==> src/rtl/shifter_pkg.sv <==
// Purpose: shared constants for the parallel-in serial-out shifter
// Assumes: one 40 MHz system clock, synchronous active-low reset
// Notes:   pin vector layout is {shiftNotLoad, clockIn, clockBlockInput,
//          serialIn, parallelIn}
package shifter_pkg;
    localparam int STAGE_COUNT = 8;             // storage stages
    localparam int PIN_W       = STAGE_COUNT + 4;
    // field positions inside the sampled pin vector
    localparam int POS_PAR     = 0;
    localparam int POS_SER     = STAGE_COUNT;
    localparam int POS_INH     = STAGE_COUNT + 1;
    localparam int POS_CLK     = STAGE_COUNT + 2;
    localparam int POS_SHL     = STAGE_COUNT + 3;
    // values after reset: clock input high, so no edge is seen at release
    localparam logic [PIN_W-1:0] PIN_RST = 12'hC00;
    localparam logic [STAGE_COUNT-1:0] STAGE_RST = 8'h00;
    // output fifo geometry
    localparam int FIFO_WIDTH  = 1;
    localparam int FIFO_DEPTH  = 32;
endpackage

==> src/rtl/shifter.sv <==
// Purpose: eight-stage parallel-load shifter with serial bit stream out
// Assumes: all pin inputs asynchronous to clk_sys; pins change slower
//          than the 40 MHz sample rate
// Notes:   shifted-out bits queue in a fifo; when it is full a shift
//          edge is dropped and overrun is raised until reset
//
// Notes on behaviour
// eight stages shift first toward last
// parallel inputs act only while load low
// last stage drives true and complement outputs
// clock is NOR of two clock inputs
// one clock low lets other clock shift
// far side raises inhibit only while clock high
// parallel inputs ignored while shift high
// load low follows parallel inputs, overrides all
// rising edge loads serial in, shifts rest
// no edge or inhibit high holds everything
`timescale 1ns/1ps

module shift_fifo
    import shifter_pkg::*;
#(
    parameter int WIDTH = FIFO_WIDTH,
    parameter int DEPTH = FIFO_DEPTH
) (
    input  wire logic             clk_sys,
    input  wire logic             resetn,
    input  wire logic             inValid,
    input  wire logic [WIDTH-1:0] inData,
    output logic                  inReady,
    output logic                  outValid,
    input  wire logic             outReady,
    output logic      [WIDTH-1:0] outData
);
    localparam int AW = $clog2(DEPTH);
    localparam logic [AW:0] FULL_CNT = (AW+1)'(DEPTH);

    typedef struct packed {
        logic [DEPTH-1:0][WIDTH-1:0] mem;
        logic [AW-1:0]               wr;
        logic [AW-1:0]               rd;
        logic [AW:0]                 count;
        logic                        valid;  // flop copy of count != 0
        logic [WIDTH-1:0]            head;   // flop copy of head word
    } fifo_state_t;

    fifo_state_t s_q;
    fifo_state_t s_d;
    logic        push;
    logic        pop;

    // wrap explicitly so non-power-of-two depths work too
    function automatic logic [AW-1:0] nextPtr(input logic [AW-1:0] p);
        return (p == AW'(DEPTH - 1)) ? '0 : p + 1'b1;
    endfunction

    assign inReady  = (s_q.count != FULL_CNT);
    assign outValid = s_q.valid;
    assign outData  = s_q.head;

    // one push and one pop may happen in the same cycle
    always_comb begin
        s_d  = s_q;
        push = inValid && inReady;
        pop  = outValid && outReady;
        if (push) begin
            s_d.mem[s_q.wr] = inData;
            s_d.wr          = nextPtr(s_q.wr);
        end
        if (pop) begin
            s_d.rd = nextPtr(s_q.rd);
        end
        if (push && !pop) begin
            s_d.count = s_q.count + 1'b1;
        end else if (pop && !push) begin
            s_d.count = s_q.count - 1'b1;
        end
        // head and valid are registered so the outputs leave from flops;
        // computed from next state, so no extra cycle of latency
        s_d.valid = (s_d.count != '0);
        s_d.head  = s_d.mem[s_d.rd];
    end

    always_ff @(posedge clk_sys) begin
        if (!resetn) begin
            s_q <= '0;
        end else begin
            s_q <= s_d;
        end
    end
endmodule // shift_fifo

module shifter
    import shifter_pkg::*;
(
    input  wire logic                   clk_sys,
    input  wire logic                   resetn,
    input  wire logic                   shiftNotLoad,
    input  wire logic                   clockIn,
    input  wire logic                   clockBlockInput,
    input  wire logic                   serialIn,
    input  wire logic [STAGE_COUNT-1:0] parallelIn,
    output logic                        lastTrue,
    output logic                        lastComp,
    output logic                        overrun,
    output logic                        outValid,
    input  wire logic                   outReady,
    output logic      [FIFO_WIDTH-1:0]  outData
);
    typedef struct packed {
        logic [PIN_W-1:0]       pinMeta;  // first sync stage only
        logic [PIN_W-1:0]       pinSync;
        logic                   effPrev;
        logic [STAGE_COUNT-1:0] stages;   // bit 0 first, top bit last
        logic                   lastTrue;
        logic                   lastComp;
        logic                   overrun;
    } shifter_state_t;

    shifter_state_t s_q;
    shifter_state_t s_d;
    logic           effClk;
    logic           shiftEdge;
    logic           fifoReady;
    logic           pushBit;

    // gated clock: high only while both inputs are low
    function automatic logic clockNor(input logic a, input logic b);
        return !(a || b);
    endfunction

    assign effClk = clockNor(s_q.pinSync[POS_CLK],
                             s_q.pinSync[POS_INH]);
    assign shiftEdge = effClk && !s_q.effPrev && s_q.pinSync[POS_SHL];

    // stage logic; an edge lost to a full fifo keeps the chain intact
    always_comb begin
        s_d         = s_q;
        pushBit     = 1'b0;
        s_d.pinMeta = {shiftNotLoad, clockIn, clockBlockInput, serialIn,
                       parallelIn};
        s_d.pinSync = s_q.pinMeta;
        s_d.effPrev = effClk;
        if (!s_q.pinSync[POS_SHL]) begin
            // load overrides clocks and serial input
            s_d.stages = s_q.pinSync[POS_PAR +: STAGE_COUNT];
        end else if (shiftEdge) begin
            if (fifoReady) begin
                pushBit    = 1'b1;
                s_d.stages = {s_q.stages[STAGE_COUNT-2:0],
                              s_q.pinSync[POS_SER]};
            end else begin
                s_d.overrun = 1'b1;
            end
        end
        // otherwise stages hold: no edge or inhibit high  R10
        s_d.lastTrue = s_d.stages[STAGE_COUNT-1];
        s_d.lastComp = !s_d.stages[STAGE_COUNT-1];
    end

    always_ff @(posedge clk_sys) begin
        if (!resetn) begin
            s_q          <= '0;
            s_q.pinMeta  <= PIN_RST;
            s_q.pinSync  <= PIN_RST;
            s_q.stages   <= STAGE_RST;
            s_q.lastComp <= 1'b1;
        end else begin
            s_q <= s_d;
        end
    end

    assign lastTrue = s_q.lastTrue;
    assign lastComp = s_q.lastComp;
    assign overrun  = s_q.overrun;

    // the bit pushed out is the old last stage
    shift_fifo #(
        .WIDTH (FIFO_WIDTH),
        .DEPTH (FIFO_DEPTH)
    ) u_shift_fifo (
        .clk_sys  (clk_sys),
        .resetn   (resetn),
        .inValid  (pushBit),
        .inData   (s_q.stages[STAGE_COUNT-1]),
        .inReady  (fifoReady),
        .outValid (outValid),
        .outReady (outReady),
        .outData  (outData)
    );

    property p_shift;
        @(posedge clk_sys) disable iff (!resetn)
        (shiftEdge && fifoReady) |=> s_q.stages ==
            {$past(s_q.stages[STAGE_COUNT-2:0]), $past(s_q.pinSync[POS_SER])};
    endproperty
    a_shift: assert property (p_shift)
        else $error("stages did not shift on edge");

    property p_load;
        @(posedge clk_sys) disable iff (!resetn)
        !s_q.pinSync[POS_SHL] |=> s_q.stages ==
            $past(s_q.pinSync[POS_PAR +: STAGE_COUNT]);
    endproperty
    a_load: assert property (p_load)
        else $error("load did not copy parallel inputs");

    property p_ignore_par;
        @(posedge clk_sys) disable iff (!resetn)
        (s_q.pinSync[POS_SHL] && !shiftEdge) |=> $stable(s_q.stages);
    endproperty
    a_ignore_par: assert property (p_ignore_par)
        else $error("stages changed without load or edge");

    property p_comp;
        @(posedge clk_sys) disable iff (!resetn)
        ##1 (lastComp == !lastTrue) && (lastTrue == s_q.stages[7]);
    endproperty
    a_comp: assert property (p_comp)
        else $error("outputs do not match last stage");

    property p_inhibit;
        @(posedge clk_sys) disable iff (!resetn)
        (s_q.pinSync[POS_INH] && s_q.pinSync[POS_SHL]) |=>
            $stable(s_q.stages);
    endproperty
    a_inhibit: assert property (p_inhibit)
        else $error("shift while inhibit high");

    property p_edge;
        @(posedge clk_sys) disable iff (!resetn)
        (s_q.pinSync[POS_SHL] && !s_q.pinSync[POS_INH] &&
         !s_q.pinSync[POS_CLK] && $past(s_q.pinSync[POS_CLK]) &&
         !$past(s_q.pinSync[POS_INH])) |-> shiftEdge;
    endproperty
    a_edge: assert property (p_edge)
        else $error("clock transition not taken as shift");

    property p_serial;
        @(posedge clk_sys) disable iff (!resetn)
        (shiftEdge && fifoReady) |=> s_q.stages[0] ==
            $past(s_q.pinSync[POS_SER]);
    endproperty
    a_serial: assert property (p_serial)
        else $error("first stage missed serial input");

    property p_hold;
        @(posedge clk_sys) disable iff (!resetn)
        (s_q.pinSync[POS_SHL] && !shiftEdge) [*2] |=>
            $stable(lastTrue) && $stable(lastComp);
    endproperty
    a_hold: assert property (p_hold)
        else $error("outputs moved without edge");

    property p_par_only_load;
        @(posedge clk_sys) disable iff (!resetn)
        ($changed(s_q.stages) && !$past(shiftEdge)) |->
            !$past(s_q.pinSync[POS_SHL]);
    endproperty
    a_par_only_load: assert property (p_par_only_load)
        else $error("stage changed from parallel input while shifting");
endmodule // shifter

==> config.mk <==
export PLATFORM = sky130hd
export DESIGN_NAME = shifter
export DESIGN_NICKNAME = d
export VERILOG_FILES = /design/src/rtl/shifter_pkg.sv /design/src/rtl/shifter.sv
export SDC_FILE = /design/constraint.sdc
export NUM_CORES = 1
export LEC_CHECK = 0
export ABC_CLOCK_PERIOD_IN_PS = 3600
export BUFFER_PORTS_ARGS = -buffer_cell sky130_fd_sc_hd__clkbuf_2
export CAP_MARGIN = 10
export CORE_MARGIN = 2
export CORE_UTILIZATION = 40
export CTS_BUF_LIST = sky130_fd_sc_hd__clkbuf_8
export DETAILED_ROUTE_END_ITERATION = 12
export GPL_ROUTABILITY_DRIVEN = 0
export HOLD_SLACK_MARGIN = 0.03
export PLACE_DENSITY = 0.57
export SYNTH_ARGS = -nofsm -noshare
export SYNTH_HDL_FRONTEND = slang
export SYNTH_SLANG_ARGS = --single-unit
==> constraint.sdc <==
create_clock -name clk_sys -period 3.6 [get_ports clk_sys]
set_clock_uncertainty 0.15 [all_clocks]
set_input_delay 0.36 -clock clk_sys [delete_from_list [all_inputs] [get_ports clk_sys]]
set_output_delay 0.36 -clock clk_sys [all_outputs]
set_load 0.005 [all_outputs]
Word-level counts from Yosys, hierarchy flattened:

Index checks and enable logic that the tools add are counted.

* muxes and demuxes: 17
* order comparisons: 3
* bitwise gates (word level): 1
* equality and inequality tests: 5
* $add $sub $neg: 4
* reduce and logical (&&, ||, !) cells: 16

Operators with widths (count)
* $mux 37: 1
* $bwmux 32: 1
* $mux 8: 3
* $mux 5: 3
* $lt 5x6->1 const B: 2
* $mux 6: 2
* $add 5x1->5 const B: 2
* $eq 5x5->1 const B: 2
* $logic_and 1x1->1: 7
* $add 6x1->6 const B: 1
* $ne 6x6->1 const B: 1
* $reduce_bool 6->1: 1
* $sub 6x1->6 const B: 1
* $bmux 1 s5: 1
* $demux 1 s5: 1
* $ge 5x1->1 const B: 1
* $logic_not 1->1: 5
* $mux 1: 5
* $ne 2x1->1 const B: 2
* $reduce_and 3->1: 1
* $reduce_and 2->1: 1
* $logic_or 1x1->1: 1
* $not 1->1: 1

* output and inout port bits: 5
* word-level logic and storage cells: 90
* bits in registers: 85
* input bits: 15

Depth between registers and ports, before layout:

Gate-level depths: netlist of the first run.

* depth after elaboration: 12
* depth in mapped cells: 11
* gate-level depth less buffers: 10

By module:

A second synthesis of the first run with hierarchy kept.

* cell total of the unflattened synthesis: 458
* area, all modules: 4200.3 µm²

By module, submodules not included
* shift_fifo: seq. area each 1001.0 µm², cells an instance 362, area each 3104.2 µm², times used 1
* shifter: seq. area each 700.7 µm², cells an instance 96, area each 1096.1 µm², times used 1

Worst setup path after synthesis of the first run:

OpenSTA, ideal clock, no wires.

* path type: flip-flop to flip-flop
* start point: reg u_shift_fifo.s_q[8] in the netlist's numbering
* end point: reg u_shift_fifo.s_q (netlist bit u_shift_fifo.outData)
* setup slack: 702 ps
* period minus slack after synthesis: 2898 ps
* arrival time: 2682 ps
* stages on the path, launching flop included: 12
* library setup time: 66 ps
* buffers on the path: 2
* required time: 3384 ps
* cells stage by stage: dfxtp_1 ha_1 and3_1 ha_1 nor4bb_1 a21o_1 buf_1 clkbuf_1 nor3_1 a211o_1 a211oi_1 nand4bb_1

* cells in the longest elaborated chain, start to end: 5
* elaborated cells between the ends (all ways): 6
* classes of those cells: add/sub (1); eq/ne (1); mux (4)

RTL lines
* start, declared: line shifter.sv:47 `fifo_state_t s_q;`
* start signal, assigned: line shifter.sv:86 `s_q <= '0;`
* start signal, assigned: line shifter.sv:88 `s_q <= s_d;`
* $add 5x1->5 / $eq 5x5->1 (equally long branches): line shifter.sv:54 `return (p == AW'(DEPTH - 1)) ? '0 : p + 1'b1;`
* $mux 5: line shifter.sv:54
* $mux 5 (*): line shifter.sv:70 `if (pop) begin`
* $bmux 1 s5 (*): line shifter.sv:81 `s_d.head = s_d.mem[s_d.rd];`
* $mux 1 (not written as such) (*): line shifter.sv:81

Mark *: on every way between the ends. The rest lies on a longest branch, timed or not. The select of a mux whose other input is x is not followed.
A chain may end at the register's enable or synchronous reset.

Worst setup path after layout of the first run:

Same ends and word-level chain as after synthesis.

==> results of run 1 <==
==> worst max path at each step <==
stage,startpoint,end,slack [ns]
floorplan,u_shift_fifo.s_q[8],u_shift_fifo.outData,0.70
global route,u_shift_fifo.s_q[8],u_shift_fifo.outData,0.15
finish,u_shift_fifo.s_q[8],u_shift_fifo.outData,0.42
detailed placement,u_shift_fifo.s_q[8],u_shift_fifo.outData,0.45
CTS,u_shift_fifo.s_q[8],u_shift_fifo.outData,0.43
global placement,u_shift_fifo.s_q[8],u_shift_fifo.outData,0.58
==> layout make-up <==
type / count / area (um^2) / share of cell area (%)
multi-input cells: 344 / 2350 / 49.4
clock buffers: 9 / 124 / 2.60
flip-flops and latches: 85 / 1700 / 35.7
well taps: 136 / 170 / 3.57
clock inverters: 7 / 86.3 / 1.81
inverters: 8 / 30.0 / 0.630
repair buffers: 44 / 303 / 6.35
==> timing repair <==
item,in CTS,in global routing
hold endpoints to repair,8,0
buffers inserted,0,0
hold buffers,8,0
setup endpoints to repair,0,0
==> cells by family after synthesis <==
kind of cell | Yosys count | share of synthesized area (%)
flops | 85 | 40.4
mux | 20 | 4.78
buf+inv | 41 | 3.74
compound gates | 127 | 23.1
simple gates | 183 | 24.2
fa+ha+maj | 10 | 2.97
xor+xnor | 4 | 0.832
==> sequential cells by signal (all words and copies together) (netlist names) <==
| name | flops |
|---|---|
| lastComp | 1 |
| overrun | 1 |
| s_q | 21 |
| u_shift_fifo.outData | 1 |
| u_shift_fifo.outValid | 1 |
| s_d | 12 |
| u_shift_fifo.s_q | 48 |
==> power by group through the flow <==
stage	Combinational [W]	Clock [W]	Sequential, W
floorplan	0.000368	0	0.00105
global placement	0.000487	0	0.00107
finish	0.000506	0.000737	0.00105
detailed placement	0.000493	0	0.00107
CTS	0.000505	0.000755	0.00105
global route	0.000561	0.000791	0.00105
==> worst max-delay path: stages, from the launching register on <==
cell       delay, ns
dfxtp_1         0.35
ha_1            0.23
and3_1          0.19
ha_1            0.22
nor4bb_1        0.36
a21o_1          0.38
mux2i_1         0.20
a2111oi_0       0.50
a311oi_1        0.10
o2111a_1        0.25
nand4bb_1       0.16
==> stage by stage <==
step / utilization [%] / setup slack, ns
floorplan: - / 0.702
global placement: 43.6 / 0.580
detailed placement: 43.6 / 0.446
CTS: 46.4 / 0.428
global route: 46.4 / 0.155
finish: 46.4 / 0.416
==> layout by cell type (no fill, tap or decap), types with 16 or more instances in the layout <==
| master | netlist | final |
|---|---|---|
| a21boi_0 | 28 | 28 |
| and2_1 | 30 | 30 |
| buf_4 | 0 | 17 |
| clkbuf_2 | 0 | 19 |
| dfxtp_1 | 85 | 85 |
| mux2i_1 | 19 | 19 |
| nand2_1 | 36 | 36 |
| nand2b_1 | 16 | 16 |
| nand3_1 | 35 | 35 |
| nor2b_1 | 25 | 25 |
| o21ai_0 | 21 | 21 |
==> per-layer routing <==
layer	wire length [um]	up-vias	share of wire, %	global-route usage (%)
met4	158	0	1.6	5.66
met2	4670	97	46	30.0
met1	4770	1666	47	24.6
li1	-	1766	-	-
met3	448	14	4.5	4.07
met5	0	-	0	0
==> impl_metrics.json, run 1 <==
{
  "start_kind": "flip-flop",
  "ys_seq_elements": 85,
  "run_status": "complete, no violations",
  "ant_nets": 0,
  "hp-start": "parallelIn[7]",
  "yosys-top-cells-area": "dfxtp_1, a21boi_0, mux2i_1, and2_1, nand3_1",
  "vias_per_cell": 5.60,
  "core.rowCount": 37,
  "die_h_um": 107,
  "reg2reg_slack_ns": 0.42,
  "avgSynthCellArea_um2": 8.96,
  "diodes": 0,
  "finalCriticalPeriod_ns": 3.18,
  "pin_count": 20,
  "worstSetupPathType": "flip-flop to flip-flop",
  "comb_power_share_pct": 22.1,
  "max-clock-path-buffers": 2,
  "yosys_warnings": 0,
  "switching_share_pct": 32.9,
  "grt_pass1_vias": 3337,
  "p_leak_nw": 1.81,
  "grt-ovfl-total": 0,
  "setup_violations": 0,
  "placed_cells": 609,
  "hold_slack_ns": 0.0435,
  "postPlaceCellArea_um2": 4480,
  "crit_fanout": 10,
  "clk_pin_slew_ns": 0.10,
  "endpoint_kind": "flip-flop",
  "cts_tree": "done",
  "start_util_pct": 41.0,
  "async_reset_ff_share_pct": 0,
  "synth-edff-count": 0,
  "dieArea_um2": 11400,
  "r2r-end": "u_shift_fifo.outData",
  "coreArea_um2": 10300,
  "worstHoldPathType": "input port to flip-flop",
  "clock-sinks": 85,
  "ys_top_cells_by_count": "dfxtp_1, nand2_1, nand3_1",
  "maxSlewHeadroom_pct": 22.9,
  "max_slew.worst_pin.slew_ns": 1.16,
  "p_clk_share_pct": 32.2,
  "drt-pass1-iter-count": 4,
  "synth_area_leader_cell": "dfxtp_1",
  "root_buffer": "clkbuf_8",
  "cap_violations": 0,
  "syn_area_um2": 4210,
  "clock_latency_ns": 0.37,
  "p_total_w": 0.00229,
  "htree_levels": 3,
  "fin_nets": 517,
  "post_cts_resized": 0,
  "drcViolationCount": 0,
  "setup_tns_ns": 0,
  "powerDensity_nw_per_um2": 480,
  "grt.total_usage_pct": 18.5,
  "r2r_cells": 10,
  "ys_types": 55,
  "rsz0062_at_grt": "false",
  "vdd_ir_drop_max_mv": 0.222,
  "min_to": "s_d[19]",
  "netlist_instances": 470,
  "hold_viol": 0,
  "synth_ff_type": "dfxtp_1",
  "drt_iter0_drc": 288,
  "grt_pass1_wl_um": 16800,
  "fmax_ghz": 0.314,
  "p_int_w": 0.00154,
  "synth_most_common_cell": "dfxtp_1",
  "portBuffers": 19,
  "place_hpwl_um": 6780,
  "period_share_pct": 88.5,
  "fillers": 1010,
  "hold_depth": 2,
  "syn_nets": 495,
  "finalInstanceArea_um2": 4770,
  "synth_top_area_share_pct": 40.4,
  "pwr-share-seq_pct": 45.7,
  "via_count": 3543,
  "arrival_ns": 3.29,
  "final-instance-count-excl-fill": 633,
  "antenna_found_initial": 0,
  "grt_max_degree": 45,
  "drv_slew": 0,
  "die_w_um": 107,
  "areaGrowthSynthToFinish_pct": 13.2,
  "drive_gt1_share_pct": 11.9,
  "cts_made_buffers": 9,
  "reg2reg_from": "u_shift_fifo.s_q[8]",
  "synth_seq_area_share_pct": 40.4,
  "wire_per_inst_um": 15.9,
  "crit_required_ns": 3.70,
  "power.switching_w": 0.000752,
  "wl_um": 10000
}
Note: power is estimated with default switching activity, not from simulation.
==> run 2: changes to the inputs <==
Settings changed: CORE_UTILIZATION 40 to 55, CTS_CLUSTER_DIAMETER from default to 80, CTS_CLUSTER_SIZE from default to 30, PLACE_DENSITY 0.57 to 0.74.
==> run 2 against run 1 <==
Clock-buffer cell count up 1; final cell count down 7.4%; routed wire length down 9.0%; register-to-register slack about the same; clock power down 11%; hold slack worse by 0.0012 ns; utilization up 16 points; first-iteration DRC count down 34%; highest routed layer unchanged.
==> impl_metrics.json, run 2 (synthesis results as in run 1) <==
{
  "cp_slowest_stage_delay_ns": 0.42,
  "period_share_pct": 88.7,
  "vdd_ir_drop_max_mv": 0.308,
  "drcViolationCount": 0,
  "arrival_ns": 3.29,
  "fin_nets": 507,
  "diodes": 0,
  "hold_viol": 0,
  "coreArea_um2": 7330,
  "portBuffers": 19,
  "hold_slack_ns": 0.0423,
  "worstSetupPathType": "flip-flop to flip-flop",
  "post_cts_buffers": 0,
  "final-instance-count-excl-fill": 586,
  "critPathTopFamily": "compound AO/OA/AOI/OAI gates",
  "htree_levels": 3,
  "rsz0062_at_grt": "false",
  "p_leak_nw": 1.75,
  "worst-path-buf-inv": 0,
  "antenna_found_initial": 0,
  "drt_iter0_drc": 191,
  "largest_reg_flops": 48,
  "crit_required_ns": 3.70,
  "run_status": "complete, no violations",
  "max_slew.worst_pin.slew_ns": 1.09,
  "p_total_w": 0.00217,
  "start_kind": "flip-flop",
  "grt_pass1_wl_um": 15500,
  "root_buffer": "clkbuf_8",
  "power.switching_w": 0.000712,
  "p_int_w": 0.00146,
  "slowest_stage": "a21o_1",
  "powerDensity_nw_per_um2": 470,
  "cpMostUsedCell": "ha_1",
  "wl_um": 9140,
  "cts_made_buffers": 9,
  "vias_per_cell": 6.08,
  "layout_common_cells": "dfxtp_1, nand2_1, nand3_1",
  "die_h_um": 91.5,
  "max-clock-path-buffers": 2,
  "finalCriticalPeriod_ns": 3.19,
  "clock_latency_ns": 0.36,
  "drv_slew": 0,
  "clock-sinks": 85,
  "finalInstanceArea_um2": 4610,
  "die_w_um": 91.5,
  "setup_violations": 0,
  "placed_cells": 568,
  "areaGrowthSynthToFinish_pct": 9.44,
  "p_clk_share_pct": 30.2,
  "switching_share_pct": 32.8,
  "grt.total_usage_pct": 22.5,
  "largest-register": "u_shift_fifo.s_q",
  "dieArea_um2": 8380,
  "endpoint_kind": "flip-flop",
  "clk_pin_slew_ns": 0.10,
  "grt_pass1_vias": 3270,
  "pwr-share-seq_pct": 48.2,
  "fmax_ghz": 0.313,
  "via_count": 3560,
  "worstHoldPathType": "input port to flip-flop",
  "grt_max_degree": 60,
  "drive_gt1_share_pct": 11.3,
  "maxSlewHeadroom_pct": 27.2,
  "core.rowCount": 31,
  "crit_chain": "ha_1, and3_1, ha_1, nor4bb_1, a21o_1, mux2i_1, a2111oi_2, a311oi_1, o2111a_1, nand4bb_1",
  "comb_power_share_pct": 21.6,
  "wire_per_inst_um": 15.6,
  "grt-ovfl-total": 0,
  "start_util_pct": 57.5,
  "drt-pass1-iter-count": 4,
  "final_common_cell": "dfxtp_1",
  "pin_count": 20,
  "setup_tns_ns": 0,
  "cts_tree": "done",
  "cap_violations": 0,
  "postPlaceCellArea_um2": 4400,
  "ant_nets": 0,
  "crit_fanout": 13,
  "place_hpwl_um": 6210
}
-- run 2: power groups by stage --
stage,sequential (W),clock (W),combinational (W)
final,0.00105,0.000655,0.000469
after floorplan,0.00105,0,0.000368
after detailed placement,0.00107,0,0.000458
after global placement,0.00106,0,0.000451
after CTS,0.00104,0.000666,0.000462
after global routing,0.00105,0.000703,0.000511
-- run 2: through the flow --
step | worst slack [ns] | util (%)
CTS | 0.433 | 62.9
global placement | 0.581 | 60.0
finish | 0.405 | 62.9
detailed placement | 0.484 | 60.0
global route | 0.0819 | 62.9
floorplan | 0.702 | -
-- run 2: metal layers --
layer	vias to the layer above	track usage [%]	wire (um)
li1	1741	-	-
met1	1675	31.1	4300
met5	-	0	0
met2	125	35.7	4200
met3	19	3.49	494
met4	0	7.45	138
-- run 2: worst paths after layout --
kind                                           from                   end  slack [ns]  cells after the start
worst max-delay path            u_shift_fifo.s_q[8]  u_shift_fifo.outData        0.41                     10
worst min-delay path                clockBlockInput               s_d[21]        0.04                      2
worst max register to register  u_shift_fifo.s_q[8]  u_shift_fifo.outData        0.41                     10
worst min register to register              s_d[23]               s_q[23]        0.27                      1
-- run 2: layout make-up --
class,instances,area [um^2]
Sequential cell,85,1700
Clock buffer,10,138
Clock inverter,6,51.3
Inverter,8,30.0
Fill cell,600,2720
Multi-Input combinational cell,344,2350
Timing Repair Buffer,34,213
Tap cell,99,124
-- run 2: repair_timing --
item                                   4_1_cts  5_1_grt
resized for setup                            0        0
endpoints found under the hold margin        2        0
hold buffers                                 2        0
